--- config.mk ---
export PLATFORM = sky130hd
export DESIGN_NAME = afm_format_select
export DESIGN_NICKNAME = d
export VERILOG_FILES = /design/src/design/afm_pkg.sv /design/src/design/afm_format_select.sv
export SDC_FILE = /design/constraint.sdc
export NUM_CORES = 1
export LEC_CHECK = 0
export ABC_AREA = 1
export ABC_CLOCK_PERIOD_IN_PS = 7810
export BUFFER_PORTS_ARGS = -buffer_cell sky130_fd_sc_hd__buf_2
export CORE_MARGIN = 3
export CORE_UTILIZATION = 39
export DETAILED_ROUTE_END_ITERATION = 16
export GPL_ROUTABILITY_DRIVEN = 1
export SETUP_SLACK_MARGIN = 0.4
export SLEW_MARGIN = 20
export SYNTH_ARGS = -nofsm -noshare
export SYNTH_HDL_FRONTEND = slang
export SYNTH_SLANG_ARGS = --single-unit
export TNS_END_PERCENT = 20
--- constraint.sdc ---
create_clock -name mclk -period 7.81 [get_ports mclk]
set_input_delay 0.3905 -clock mclk [delete_from_list [all_inputs] [get_ports mclk]]
set_output_delay 0.3905 -clock mclk [all_outputs]
set_load 0.005 [all_outputs]
--- src/design/afm_pkg.sv ---
// constants, register map and mode encoding for the output format and mode select block
// What this block does
// - byte order low: result low byte on lines 7..0, high byte on 15..8.
// - byte order high: halves swapped, low byte on 15..8, high on 7..0.
// - code select high: result leaves unmodified as straight offset binary.
// - code select low: result msb inverted, giving twos complement output.
// - fastest high, low power low: max throughput; host keeps a minimum conversion rate.
// - fastest low: full accuracy kept regardless of interval between conversions.
// - low power high, fastest low: reduced power mode, power tracks sampling rate.
// - serial/parallel low selects parallel port; high selects the serial interface.
// - lines 0 and 1 carry result bits in parallel mode, high impedance in serial.
package afm_pkg;

  // wishbone byte addresses
  localparam logic [3:0] ADDR_CTRL = 4'h0;
  localparam logic [3:0] ADDR_RATE_LIMIT = 4'h4;
  localparam logic [3:0] ADDR_STATUS = 4'h8;
  localparam logic [3:0] ADDR_RESULT = 4'hc;

  // control fields
  localparam int CTRL_OUT_EN_BIT = 0;
  localparam logic [31:0] CTRL_RESET = 32'h0000_0001;

  // status fields
  localparam int STAT_LOST_BIT = 0;
  localparam int STAT_MODE_LSB = 1;
  localparam int STAT_SERIAL_BIT = 3;
  localparam int STAT_SWAP_BIT = 4;
  localparam int STAT_BINARY_BIT = 5;

  // default longest idle gap in fastest mode: 1 ms at 25 MHz
  localparam int CLK_HZ = 25_000_000;
  localparam int IDLE_LIMIT_US = 1000;
  localparam int IDLE_LIMIT_CYC = IDLE_LIMIT_US * (CLK_HZ / 1_000_000);
  localparam logic [15:0] RESULT_RESET = 16'h0000;

  // conversion operating mode, gray coded
  typedef enum logic [1:0]
  {
    AFM_MODE_NORMAL = 2'b00,
    AFM_MODE_FAST = 2'b01,
    AFM_MODE_LOWPWR = 2'b11
  } afm_mode_t;

endpackage : afm_pkg

--- src/design/afm_format_select.sv ---
// output byte order, code format, conversion mode and port select logic with wishbone registers
//
// Our own choices: register access over Wishbone and the placing of the registers.
`timescale 1ns/1ns
module afm_format_select #(
  parameter int LIMIT_W = 24,
  parameter logic [23:0] IDLE_LIMIT_DEF = 24'(afm_pkg::IDLE_LIMIT_CYC)
)(
  input wire logic mclk,
  input wire logic rst,
  // conversion result from the converter core
  input wire logic [15:0] result_in,
  input wire logic result_valid,
  // static select pins
  input wire logic byte_order_select,
  input wire logic output_code_select,
  input wire logic fastest_mode_select,
  input wire logic low_power_mode_select,
  input wire logic serial_parallel_select,
  // parallel data bus, two signals per line
  output logic [15:0] data_out,
  output logic [15:0] data_oe,
  // mode indications to the converter core
  output logic [1:0] power_mode,
  output logic serial_mode,
  output logic accuracy_lost,
  // wishbone classic slave
  input wire logic wb_cyc_i,
  input wire logic wb_stb_i,
  input wire logic wb_we_i,
  input wire logic [3:0] wb_adr_i,
  input wire logic [3:0] wb_sel_i,
  input wire logic [31:0] wb_dat_i,
  output logic [31:0] wb_dat_o,
  output logic wb_ack_o
);

  // formats one result word; used for the bus drive and the result register
  function automatic logic [15:0] fmt_word(
    input logic [15:0] raw,
    input logic binary,
    input logic swap
  );
    logic [15:0] v;
    v = raw;
    if (!binary)
    begin
      v[15] = ~raw[15];
    end
    fmt_word = swap ? {v[7:0], v[15:8]} : v;
  endfunction : fmt_word

  logic [15:0] raw_ff;
  logic [15:0] data_ff;
  logic [15:0] oe_ff;
  logic [1:0] mode_ff;
  logic serial_ff;
  logic lost_ff;
  logic out_en_ff;
  logic [LIMIT_W-1:0] limit_ff;
  logic [LIMIT_W-1:0] idle_ff;
  logic ack_ff;
  logic [31:0] rdata_ff;
  afm_pkg::afm_mode_t nxt_mode;
  logic bus_req;
  logic wr_ctrl;
  logic wr_limit;
  logic wr_status;
  logic clr_lost;
  logic idle_over;

  assign bus_req = wb_cyc_i && wb_stb_i && !ack_ff;
  assign wr_ctrl = bus_req && wb_we_i && wb_adr_i == afm_pkg::ADDR_CTRL && wb_sel_i[0];
  assign wr_limit = bus_req && wb_we_i && wb_adr_i == afm_pkg::ADDR_RATE_LIMIT;
  assign wr_status = bus_req && wb_we_i && wb_adr_i == afm_pkg::ADDR_STATUS && wb_sel_i[0];
  assign clr_lost = wr_status && wb_dat_i[afm_pkg::STAT_LOST_BIT];
  assign idle_over = idle_ff >= limit_ff;

  // mode decode; both selects high is not a documented combination, so it falls back to normal
  always_comb
  begin
    case ({fastest_mode_select, low_power_mode_select})
      2'b10: nxt_mode = afm_pkg::AFM_MODE_FAST;
      2'b01: nxt_mode = afm_pkg::AFM_MODE_LOWPWR;
      default: nxt_mode = afm_pkg::AFM_MODE_NORMAL;
    endcase
  end

  // captured conversion result
  always_ff @(posedge mclk or posedge rst)
  begin
    if (rst)
      raw_ff <= afm_pkg::RESULT_RESET;
    else if (result_valid)
      raw_ff <= result_in;
  end

  // data lines reformatted every cycle so a pin change shows one cycle later
  always_ff @(posedge mclk or posedge rst)
  begin
    if (rst)
      data_ff <= afm_pkg::RESULT_RESET;
    else
      data_ff <= fmt_word(raw_ff, output_code_select, byte_order_select);
  end

  // port select: serial mode releases the parallel lines to the serial port logic
  always_ff @(posedge mclk or posedge rst)
  begin
    if (rst)
    begin
      oe_ff <= 16'h0000;
      serial_ff <= 1'b0;
    end
    else
    begin
      serial_ff <= serial_parallel_select;
      oe_ff <= {16{!serial_parallel_select && out_en_ff}};
    end
  end

  // registered operating mode for the converter core
  always_ff @(posedge mclk or posedge rst)
  begin
    if (rst)
      mode_ff <= afm_pkg::AFM_MODE_NORMAL;
    else
      mode_ff <= nxt_mode;
  end

  // cycles since the last conversion, saturating; host must keep it under the limit
  always_ff @(posedge mclk or posedge rst)
  begin
    if (rst)
      idle_ff <= '0;
    else if (result_valid)
      idle_ff <= '0;
    else if (!idle_over)
      idle_ff <= idle_ff + 1'b1;
  end

  // accuracy lost flag: only fastest mode has a minimum rate; a new event beats the clear
  always_ff @(posedge mclk or posedge rst)
  begin
    if (rst)
      lost_ff <= 1'b0;
    else if (nxt_mode == afm_pkg::AFM_MODE_FAST && idle_over && !result_valid)
      lost_ff <= 1'b1;
    else if (clr_lost)
      lost_ff <= 1'b0;
  end

  // control register: parallel output enable
  always_ff @(posedge mclk or posedge rst)
  begin
    if (rst)
      out_en_ff <= afm_pkg::CTRL_RESET[afm_pkg::CTRL_OUT_EN_BIT];
    else if (wr_ctrl)
      out_en_ff <= wb_dat_i[afm_pkg::CTRL_OUT_EN_BIT];
  end

  // idle limit register, byte lanes honoured
  always_ff @(posedge mclk or posedge rst)
  begin
    if (rst)
      limit_ff <= IDLE_LIMIT_DEF[LIMIT_W-1:0];
    else if (wr_limit)
    begin
      for (int i = 0; i < LIMIT_W; i++)
      begin
        if (wb_sel_i[i/8])
          limit_ff[i] <= wb_dat_i[i];
      end
    end
  end

  // wishbone answer: one wait state, ack for one cycle, unmapped reads give zero
  always_ff @(posedge mclk or posedge rst)
  begin
    if (rst)
    begin
      ack_ff <= 1'b0;
      rdata_ff <= 32'h0000_0000;
    end
    else
    begin
      ack_ff <= bus_req;
      if (bus_req && !wb_we_i)
      begin
        case (wb_adr_i)
          afm_pkg::ADDR_CTRL: rdata_ff <= {31'h0000_0000, out_en_ff};
          afm_pkg::ADDR_RATE_LIMIT: rdata_ff <= 32'(limit_ff);
          afm_pkg::ADDR_STATUS: rdata_ff <= {26'h000_0000, output_code_select,
            byte_order_select, serial_ff, mode_ff, lost_ff};
          afm_pkg::ADDR_RESULT: rdata_ff <= {16'h0000, data_ff};
          default: rdata_ff <= 32'h0000_0000;
        endcase
      end
    end
  end

  assign data_out = data_ff;
  assign data_oe = oe_ff;
  assign power_mode = mode_ff;
  assign serial_mode = serial_ff;
  assign accuracy_lost = lost_ff;
  assign wb_dat_o = rdata_ff;
  assign wb_ack_o = ack_ff;

  // checks next to the logic they guard
  order_plain_a: assert property (@(posedge mclk) disable iff (rst)
    !byte_order_select && output_code_select |=> data_out == $past(raw_ff))
    else $error("plain byte order wrong");

  order_swap_a: assert property (@(posedge mclk) disable iff (rst)
    byte_order_select && output_code_select
    |=> data_out == {$past(raw_ff[7:0]), $past(raw_ff[15:8])})
    else $error("swapped byte order wrong");

  code_binary_a: assert property (@(posedge mclk) disable iff (rst)
    output_code_select && !byte_order_select |=> data_out[15] == $past(raw_ff[15]))
    else $error("binary msb altered");

  code_twos_a: assert property (@(posedge mclk) disable iff (rst)
    !output_code_select && !byte_order_select
    |=> data_out[15] != $past(raw_ff[15]) && data_out[14:0] == $past(raw_ff[14:0]))
    else $error("twos complement msb not inverted");

  fast_lost_a: assert property (@(posedge mclk) disable iff (rst)
    fastest_mode_select && !low_power_mode_select && idle_over && !result_valid
    |=> accuracy_lost && power_mode == afm_pkg::AFM_MODE_FAST)
    else $error("missed minimum rate not flagged");

  normal_keep_a: assert property (@(posedge mclk) disable iff (rst)
    !fastest_mode_select && !accuracy_lost |=> !accuracy_lost)
    else $error("accuracy flag set outside fastest mode");

  low_power_a: assert property (@(posedge mclk) disable iff (rst)
    low_power_mode_select && !fastest_mode_select |=> power_mode == afm_pkg::AFM_MODE_LOWPWR)
    else $error("reduced power mode not selected");

  port_select_a: assert property (@(posedge mclk) disable iff (rst)
    !serial_parallel_select && out_en_ff |=> !serial_mode && data_oe == 16'hffff)
    else $error("parallel port not driven");

  low_lines_a: assert property (@(posedge mclk) disable iff (rst)
    serial_parallel_select |=> serial_mode && data_oe[1:0] == 2'b00)
    else $error("low lines driven in serial mode");

  ack_pulse_a: assert property (@(posedge mclk) disable iff (rst)
    wb_ack_o |=> !wb_ack_o)
    else $error("ack held longer than one cycle");

  // both mode pins high is not a documented pairing, so it must not reach fastest mode
  both_high_a: assert property (@(posedge mclk) disable iff (rst)
    fastest_mode_select && low_power_mode_select |=> power_mode == afm_pkg::AFM_MODE_NORMAL)
    else $error("both mode pins high left normal mode");

  normal_mode_a: assert property (@(posedge mclk) disable iff (rst)
    !fastest_mode_select && !low_power_mode_select |=> power_mode == afm_pkg::AFM_MODE_NORMAL)
    else $error("normal mode not selected");

  // a missed minimum rate must stay visible until software clears it
  lost_sticky_a: assert property (@(posedge mclk) disable iff (rst)
    accuracy_lost && !clr_lost |=> accuracy_lost)
    else $error("accuracy flag dropped without a clear");

  lost_clear_a: assert property (@(posedge mclk) disable iff (rst)
    clr_lost && !(fastest_mode_select && !low_power_mode_select && idle_over && !result_valid)
    |=> !accuracy_lost)
    else $error("accuracy flag not cleared");

  // idle count restarts on every result and parks at the limit instead of wrapping
  idle_restart_a: assert property (@(posedge mclk) disable iff (rst)
    result_valid |=> idle_ff == '0)
    else $error("idle count not restarted by a result");

  idle_park_a: assert property (@(posedge mclk) disable iff (rst)
    idle_over && !result_valid |=> idle_ff == $past(idle_ff))
    else $error("idle count moved past the limit");

  raw_capture_a: assert property (@(posedge mclk) disable iff (rst)
    result_valid |=> raw_ff == $past(result_in))
    else $error("conversion result not captured");

  twos_swap_a: assert property (@(posedge mclk) disable iff (rst)
    !output_code_select && byte_order_select
    |=> data_out[7] != $past(raw_ff[15]) && data_out[6:0] == $past(raw_ff[14:8]))
    else $error("twos complement msb lost in the swap");

  // parallel drivers off whenever software disabled them or the serial port owns the bus
  oe_disabled_a: assert property (@(posedge mclk) disable iff (rst)
    !out_en_ff |=> data_oe == 16'h0000)
    else $error("parallel lines driven while disabled");

  serial_release_a: assert property (@(posedge mclk) disable iff (rst)
    serial_parallel_select |=> data_oe == 16'h0000)
    else $error("parallel lines driven in serial mode");

  // register bus: every request answered one cycle later, reads with the addressed contents
  ack_answer_a: assert property (@(posedge mclk) disable iff (rst)
    bus_req |=> wb_ack_o)
    else $error("request not acknowledged");

  ctrl_write_a: assert property (@(posedge mclk) disable iff (rst)
    wr_ctrl |=> out_en_ff == $past(wb_dat_i[afm_pkg::CTRL_OUT_EN_BIT]))
    else $error("output enable not written");

  result_read_a: assert property (@(posedge mclk) disable iff (rst)
    bus_req && !wb_we_i && wb_adr_i == afm_pkg::ADDR_RESULT
    |=> wb_dat_o == {16'h0000, $past(data_out)})
    else $error("result register does not match the bus");

endmodule : afm_format_select

==> impl_metrics.toml, run 1 <==
[logic_synthesis]
synth_area_mm2 = 0.006015
synth.avg_cell_area_um2 = 7.672
yosysSeqAreaShare_pct = 46.33
ys_types = 29
yosysWarnings = 0
syn_inst = 784
ys_ff_latch = 111

[setup_path]
path_class = "reg2reg"
worst-path-max-fanout = 24
cp-end-kind = "flip-flop"
path_cells = "inv_1, ha_1, a21oi_1, nand3_1, nor2_1, nor2_1, nor2_2, nand3_1, nand2_1"
crit_path_start_kind = "flip-flop"
cp_slowest_cell = "nor2_2"
critPathArrivalTime_ps = 2890
cp.required_ps = 8110
cp_top_family = "simple AND/OR/NAND/NOR gates"
path_buf_inv = 1
critical_path.max_stage_delay_ps = 750

[timing]
fin_crit_ps = 2597
rsz0062_at_grt = "false"
tns_ps = 0
period_share_pct = 33.25
drv_slew = 0
skew_ps = 10.01
worst_pin_slew_ps = 985.3
finalSetupViolations = 0
slew_headroom_pct = 33.96
fmax_mhz = 385.1
hold_viol = 0

[routing]
wl_met2_um = 6369
drtPass1Iterations = 4
via_per_inst = 4.664
dr_wl_met3_um = 732
dr.first_iter.drc_count = 224
totalWireLength_um = 14130
highest_layer = "met4"
wire_per_inst_um = 13.26
vias = 4967
ant_nets = 0
drc = 0
wl_met1_um = 6877

[pwr]
p_leak_nw = 3.958
p_total_mw = 1.221
switchingPower_uw = 324.6
seqPwrFrac_pct = 52.0
peakVddDrop_uv = 119.2
clkPwrFrac_pct = 37.6
power.density_mw_per_mm2 = 177.4
intPower_uw = 896.0
power_frac_comb_pct = 10.3
p_sw_share_pct = 26.59

[cts]
cts_setup_buffers = 0
cts_resized = 0
clockBufferDepth = 2
clock_latency_ps = 360
ctsHoldBuffers = 0
clock-sinks = 111
path_clk_slew_ps = 80
ctsHtreeMaxLevel = 3
root_buffer = "clkbuf_16"
cts_tree = "done"
numCtsBuffers = 9

[floorplanning]
rows = 44
initial_core_util_pct = 40.61
ios = 136
design.core.area_mm2 = 0.01481
die_y_um = 130.2
die_w_um = 130.2
dieArea_mm2 = 0.01695

[final_layout]
design_area_mm2 = 0.006882
syn_to_final_growth_pct = 14.42
fin_util_pct = 46.47
final_common_cell = "nand2_1"
n_antenna_cell = 0
drive_gt1_share_pct = 17.93
final_cell_mix = "nand2_1 (238), buf_2 (118), dfrtp_1 (104)"
nNetsFinal = 970

[outcome]
status = "completed"

[placement]
dp_hpwl_um = 10520
port_buffers = 118
place_area_mm2 = 0.006585
place_congestion = 0.8403

[global_route]
grtUsageTotal_pct = 17.68
antenna_found_initial = 0
grt_pass1_wl_um = 23670
grt_overflow = 0
grt_max_degree = 66
grt_pass1_vias = 4804

[flow_run]
cap_violations = 0

[hold_path]
min_path_type = "in2async"
## final timing paths
kind	from	cells past startpoint	endpoint	slack, ps
worst min register to register	wb_dat_o[19]	2	wb_dat_o[19]	480
max in group asynchronous	rst	3	wb_dat_o[20]	6470
worst max-delay path	limit_ff[7]	9	idle_ff[14]	5210
worst max register to register	limit_ff[7]	9	idle_ff[14]	5210
worst min-delay path	rst	2	data_out[3]	90
min in group mclk	serial_parallel_select	1	serial_mode	150
## power by group through the flow
| stage | sequential [mW] | combinational, mW | clock [mW] |
|---|---|---|---|
| after detailed placement | 0.646 | 0.128 | 0 |
| after CTS | 0.635 | 0.129 | 0.477 |
| after global placement | 0.646 | 0.126 | 0 |
| after floorplan | 0.644 | 0.0735 | 0 |
| final | 0.635 | 0.126 | 0.460 |
| after global routing | 0.640 | 0.148 | 0.495 |
## kinds of logic (layout without fill, tap and decap cells)
family                   count (synthesis)  after routing  synth area share [%]
other                                    1              8               0.06235
AO/OA/AOI/OAI                           94             94                 7.863
AND/OR/NAND/NOR                        386            386                 26.42
adder cells (fa/ha/maj)                 27             27                 5.617
flip-flops                             111            111                 46.33
buffers and inverters                  149            239                 11.38
XOR/XNOR                                16             16                 2.330
## cell usage after synthesis
cell | number | area (um^2)
xnor2_1 | 7 | 61.31
buf_6 | 4 | 45.04
inv_2 | 2 | 7.510
dfstp_2 | 7 | 183.9
clkbuf_1 | 11 | 41.29
buf_4 | 23 | 172.7
nor3_2 | 1 | 10.01
xor2_1 | 9 | 78.83
nand4_1 | 2 | 12.51
nand2_4 | 1 | 11.26
ha_1 | 27 | 337.8
o21ai_0 | 57 | 285.3
nand3_2 | 1 | 10.01
nand3_1 | 71 | 355.3
nor2_1 | 63 | 236.5
nor2_2 | 5 | 31.28
o21bai_1 | 1 | 7.510
conb_1 | 1 | 3.750
dfrtp_1 | 104 | 2603
buf_1 | 2 | 7.510
nand2_2 | 2 | 12.51
inv_1 | 98 | 367.9
o21ai_1 | 1 | 5.000
nor3_1 | 1 | 5.000
clkinv_1 | 2 | 7.510
a21oi_1 | 35 | 175.2
nand2_1 | 238 | 893.4
buf_2 | 7 | 35.03
nor2_4 | 1 | 11.26
## layout make-up
class	count	area [um^2]
clock buffers	10	239.0
clock inverters	6	57.56
fillers	1491	7928
inverters	102	385.4
multi-input cells	531	2570
flip-flops and latches	111	2786
well taps	184	230.2
repair buffers	121	613.1
## registers in the layout, indices dropped and copies added (netlist names)
name / flops
accuracy_lost: 1
data_oe: 1
data_out: 16
idle_ff: 24
limit_ff: 24
out_en_ff: 1
power_mode: 2
raw_ff: 16
serial_mode: 1
wb_ack_o: 1
wb_dat_o: 24
## worst reg2reg max path, cell delays in order (launching register included)
cell     delay, ps
dfstp_2        530
inv_1           60
ha_1           310
a21oi_1        230
nand3_1        110
nor2_1         160
nor2_1          80
nor2_2         750
nand3_1        190
nand2_1        120
## metal layers
layer  global-route usage (%)  vias to the layer above
met3                    3.930                        8
met1                    24.24                     2251
li1                         -                     2605
met4                    4.218                        0
met2                    28.61                      103
met5                        0                        -
## through the flow
stage	instances	hold slack [ps]	setup WS [ps]
after CTS	1065	109.0	5204
after global routing	1065	140.8	4917
final	1065	94.40	5213
after detailed placement	1049	462.5	5224
after floorplan	791	421.9	4500
after global placement	1049	459.3	5245
No activity file was read; power rests on OpenSTA's default activity.
==> inputs of run 2 (changes only) <==
- ABC_CLOCK_PERIOD_IN_PS: 7810 -> 2300
- clock period: 7.81 -> 2.3 ns (I/O delays scaled with it)
==> run 2 against run 1 <==
Wire length up 7.0%. Final cell count up 4.1%. Clock power rose to 3.4 times the previous value. Combinational power rose to 3.9 times the previous value. Largest cell class is now multi-input gates. Critical path type unchanged. Global-route usage up 0.42 points. Sequential share of layout area down 3.9 points. Highest routed layer unchanged.
==> impl_metrics.toml, run 2 (same netlist as run 1, synthesis figures left out) <==
[cts]
cts_tree = "done"
numCtsBuffers = 9
clock_latency_ps = 360
clock-sinks = 111
clockBufferDepth = 2
root_buffer = "clkbuf_16"
path_clk_slew_ps = 80
ctsHtreeMaxLevel = 3

[setup_path]
r2r.worst_path.cells = 13
critical_path.max_stage_delay_ps = 530
reg2reg_slack_ps = 330
regToRegStartpoint = "limit_ff[7]"
cp-end-kind = "flip-flop"
critPathArrivalTime_ps = 2270
cp_common_cell = "nor2_4"
cp_top_family = "simple AND/OR/NAND/NOR gates"
worstReg2RegEnd = "idle_ff[3]"
cp.required_ps = 2600
path_buf_inv = 4
path_class = "reg2reg"
path_cells = "inv_2, ha_4, nand2_1, inv_1, nand2_2, nand3_2, nor2_4, nor2_4, nor2_4, buf_6, clkbuf_16, nand3_1, nand2_1"
cp_slowest_cell = "dfstp_2"
worst-path-max-fanout = 6
crit_path_start_kind = "flip-flop"

[pwr]
power.density_mw_per_mm2 = 550.7
p_total_mw = 4.210
p_leak_nw = 4.195
peakVddDrop_uv = 377.8

[placement]
dp_hpwl_um = 10530
place_ws_ps = 249.1
port_buffers = 118
place_congestion = 0.8678
place_area_mm2 = 0.006649

[timing]
fmax_mhz = 507.2
fin_hold_ws_ps = 7.528
period_share_pct = 85.72
worst_pin_slew_ps = 899.5
drv_slew = 0
hold_viol = 0
fin_crit_ps = 1971
skew_ps = 7.370
slew_headroom_pct = 39.97
setup_slack_ps = 328.5
rsz0062_at_grt = "true"
finalSetupViolations = 0
tns_ps = 0

[floorplanning]
die_y_um = 130.2
rows = 44
design.core.area_mm2 = 0.01481
initial_core_util_pct = 40.61
ios = 136
die_w_um = 130.2
dieArea_mm2 = 0.01695

[routing]
ant_nets = 0
dr.first_iter.drc_count = 303
wire_per_inst_um = 13.63
vias = 5298
totalWireLength_um = 15120
via_per_inst = 4.777
drc = 0
drtPass1Iterations = 5

[global_route]
grt_max_degree = 64
grt_pass1_vias = 5055
grt_overflow = 0
grt_pass1_wl_um = 24270
antenna_found_initial = 0
grtUsageTotal_pct = 18.10

[final_layout]
final_cell_mix = "nand2_1 (231), buf_2 (118), dfrtp_1 (94)"
final_common_cell = "nand2_1"
nNetsFinal = 1014
n_fill_cell = 1412
n_antenna_cell = 0
multi_input_area_mm2 = 0.002844
syn_to_final_growth_pct = 27.11
seq_area_mm2 = 0.002799
drive_gt1_share_pct = 24.76
design_area_mm2 = 0.007645

[outcome]
status = "completed"

[hold_path]
min_path_type = "in2reg"
hold_path_end = "limit_ff[17]"
hold_start = "wb_dat_i[17]"
min_path_cells = 3

[flow_run]
cap_violations = 0
==> run 2: cell count changes in the layout (fill, tap and decap cells not counted), moves of 8 or more <==
cell and change:
ha_1 -8, ha_4 +8, dfrtp_2 +10, nand3_2 +12
buf_4 +12, nand3_1 -14, dfrtp_1 -10, dlygate4sd3_1 +24
==> run 2: how the worst max path moves through the flow <==
stage	slack, ps	cells past startpoint	start	to
2_1_floorplan	470	10	limit_ff[7]	idle_ff[0]
3_3_place_gp	270	12	limit_ff[14]	idle_ff[12]
3_5_place_dp	250	12	limit_ff[14]	idle_ff[0]
4_1_cts	320	13	limit_ff[14]	idle_ff[12]
5_1_grt	250	13	limit_ff[7]	idle_ff[18]
6_report	330	13	limit_ff[7]	idle_ff[3]
==> run 2: area by class of cell <==
type | count | share of cell area (%)
well taps | 184 | 3.011
inverters | 102 | 5.090
clock buffers | 10 | 3.126
flip-flops and latches | 111 | 36.61
multi-input cells | 532 | 37.20
repair buffers | 164 | 14.17
clock inverters | 6 | 0.7856
==> run 2: timing repair <==
item | 4_1_cts | 5_1_grt
pin swaps | 9 | 22
hold buffers | 24 | 0
hold endpoints to repair | 42 | 0
resized for setup | 30 | 35
setup endpoints to repair | 25 | 28
cloned | 2 | 2
buffers inserted | 5 | 6
==> run 2: metrics by stage <==
step | utilization (%) | std cells
floorplan | - | 791
global placement | 44.90 | 1054
detailed placement | 44.90 | 1054
CTS | 49.82 | 1101
global route | 51.62 | 1109
finish | 51.62 | 1109
==> run 2: layer usage <==
metal	vias up	track usage, %	part of all wire [%]
met5	-	0	0
met4	0	4.890	1.5
met3	19	3.889	5.4
met2	137	30.05	47
met1	2439	24.01	46
li1	2703	-	-
==> run 2: report_power, final <==
part	internal, mW	total [mW]	leakage [nW]	switching [mW]
clock network	0.796	1.57	0.149	0.769
registers	2.08	2.16	1.36	0.0738
logic	0.207	0.486	2.69	0.278
==> run 2: tightest hold or removal path, delay by kind of cell <==
| family | cells | cell delay, ps |
|---|---|---|
| compound gates | 1 | 100 |
| buf+inv | 1 | 80 |
| simple gates | 1 | 30 |
==> inputs of run 3 (changes only) <==
- CORE_UTILIZATION: 39 -> 49
- PLACE_DENSITY: not set -> 0.76
==> run 3 against run 2 <==
The run now ends with hold timing left. Setup slack got worse by 39 ps. Flip-flop and latch count did not move. Critical path depth did not move. Sequential power barely moved. Clock skew fell by 1.8 ps. Sequential share of layout area fell by 0.74 points. Power fell by 1.1%. Combinational power rose by 5.6%. Register-to-register slack got worse by 40 ps. Via count rose by 6.7%. Critical endpoint is now idle_ff[18]. Highest routed layer unchanged.
==> impl_metrics.toml, run 3 (same netlist as run 1, synthesis figures left out) <==
[setup_path]
worst-path-max-fanout = 7
r2r.worst_path.cells = 13
crit_path_start_kind = "flip-flop"
cp.required_ps = 2530
cp-end-kind = "flip-flop"
reg2reg_slack_ps = 290
regToRegStartpoint = "limit_ff[3]"
critPathArrivalTime_ps = 2250
path_class = "reg2reg"
worstReg2RegEnd = "idle_ff[18]"

[floorplanning]
initial_core_util_pct = 51.36
rows = 39
ios = 136
design.core.area_mm2 = 0.01171
die_w_um = 116.8
dieArea_mm2 = 0.01364
die_y_um = 116.8

[placement]
dp.cells = 1045
port_buffers = 118
place_ws_ps = -206.9
dp_hpwl_um = 10730
place_area_mm2 = 0.006825
place_congestion = 0.8731

[timing]
tns_ps = 0
hold_viol = 1
rsz0062_at_grt = "true"
slew_headroom_pct = 42.69
finalSetupViolations = 0
fin_hold_ws_ps = -8.897
period_share_pct = 87.43
fmax_mhz = 497.3
skew_ps = 5.548
worst_pin_slew_ps = 858.6
drv_slew = 0
setup_slack_ps = 289.2
fin_crit_ps = 2011

[pwr]
peakVddDrop_uv = 376.8
p_total_mw = 4.164
power.density_mw_per_mm2 = 535.3
p_leak_nw = 4.333

[hold_path]
hold_path_end = "raw_ff[13]"
hold_start = "result_in[13]"
min_path_cells = 3
min_path_type = "in2reg"

[global_route]
antenna_found_initial = 0
grtUsageTotal_pct = 24.31
grt_pass1_wl_um = 26250
grt_overflow = 0
grt_max_degree = 52
grt_pass1_vias = 5474

[routing]
totalWireLength_um = 16100
vias = 5653
dr.first_iter.drc_count = 382
drc = 0
ant_nets = 0
drtPass1Iterations = 5
via_per_inst = 5.153
wire_per_inst_um = 14.67

[outcome]
status = "finished with violations"
violations = "hold timing"

[cts]
clock_latency_ps = 350
ctsHtreeMaxLevel = 3
cts_tree = "done"
clockBufferDepth = 2
root_buffer = "clkbuf_16"
clock-sinks = 111
numCtsBuffers = 9
path_clk_slew_ps = 70

[final_layout]
fin_cells = 1097
drive_gt1_share_pct = 26.94
fin_util_pct = 66.42
final_cell_mix = "nand2_1 (231), buf_2 (118), dfrtp_1 (101)"
nNetsFinal = 1043
n_antenna_cell = 0
syn_to_final_growth_pct = 29.33
n_fill_cell = 900
design_area_mm2 = 0.007779
final_common_cell = "nand2_1"

[flow_run]
cap_violations = 0
[run 3: cell count changes in the layout (fill, tap and decap cells not counted), moves of 5 or more]
cell / change
nand3_2: +5
nand3_1: -5
dfrtp_1: +7
buf_4: +31
dfrtp_2: -7
dlygate4sd3_1: -6
[run 3: layer usage]
layer / global-route usage, % / wire length [um] / vias to the layer above
met5: 0 / 0 / -
met3: 4.576 / 1222 / 29
met1: 30.99 / 6527 / 2617
met2: 42.70 / 8072 / 250
li1: - / - / 2757
met4: 6.193 / 273 / 0
[run 3: how the worst max path moves through the flow]
stage	from	endpoint	slack [ps]	cells past startpoint
CTS	limit_ff[14]	idle_ff[5]	350	13
global placement	limit_ff[14]	idle_ff[7]	-90	13
finish	limit_ff[3]	idle_ff[18]	290	13
floorplan	limit_ff[7]	idle_ff[0]	470	10
global route	limit_ff[14]	idle_ff[0]	200	13
detailed placement	limit_ff[14]	idle_ff[5]	-210	13
[run 3: worst max-delay path: stages, from the launching register on]
cell	delay [ps]
dfstp_2	520
inv_1	50
ha_1	300
nand2_1	70
inv_1	50
nand3_1	100
nand3_2	80
nor2_2	120
buf_4	120
inv_1	80
nand2_8	150
nand2_8	110
nand3_2	80
nand2_1	60
[run 3: report_power, final]
part,switching (mW),total (mW),internal (mW)
clock network,0.737,1.49,0.753
registers,0.0760,2.16,2.08
logic,0.293,0.513,0.220
total,1.11,4.16,3.06
[run 3: cell type report]
class,instances,area [um^2],area share (%)
sequential,111,2790,35.87
inverter,102,387.9,4.986
clock inverter,6,52.55,0.6756
tap,143,178.9,2.300
clock buffer,10,229.0,2.944
timing repair buffer,190,1232,15.84
multi-input combinational,535,2908,37.38
[run 3: timing repair]
action | 4_1_cts | 5_1_grt
setup endpoints to repair | 25 | 33
gates cloned | 4 | 0
hold buffers | 18 | 0
buffers inserted | 13 | 1
pin swaps | 27 | 11
resized for setup | 55 | 8
hold endpoints to repair | 38 | 0
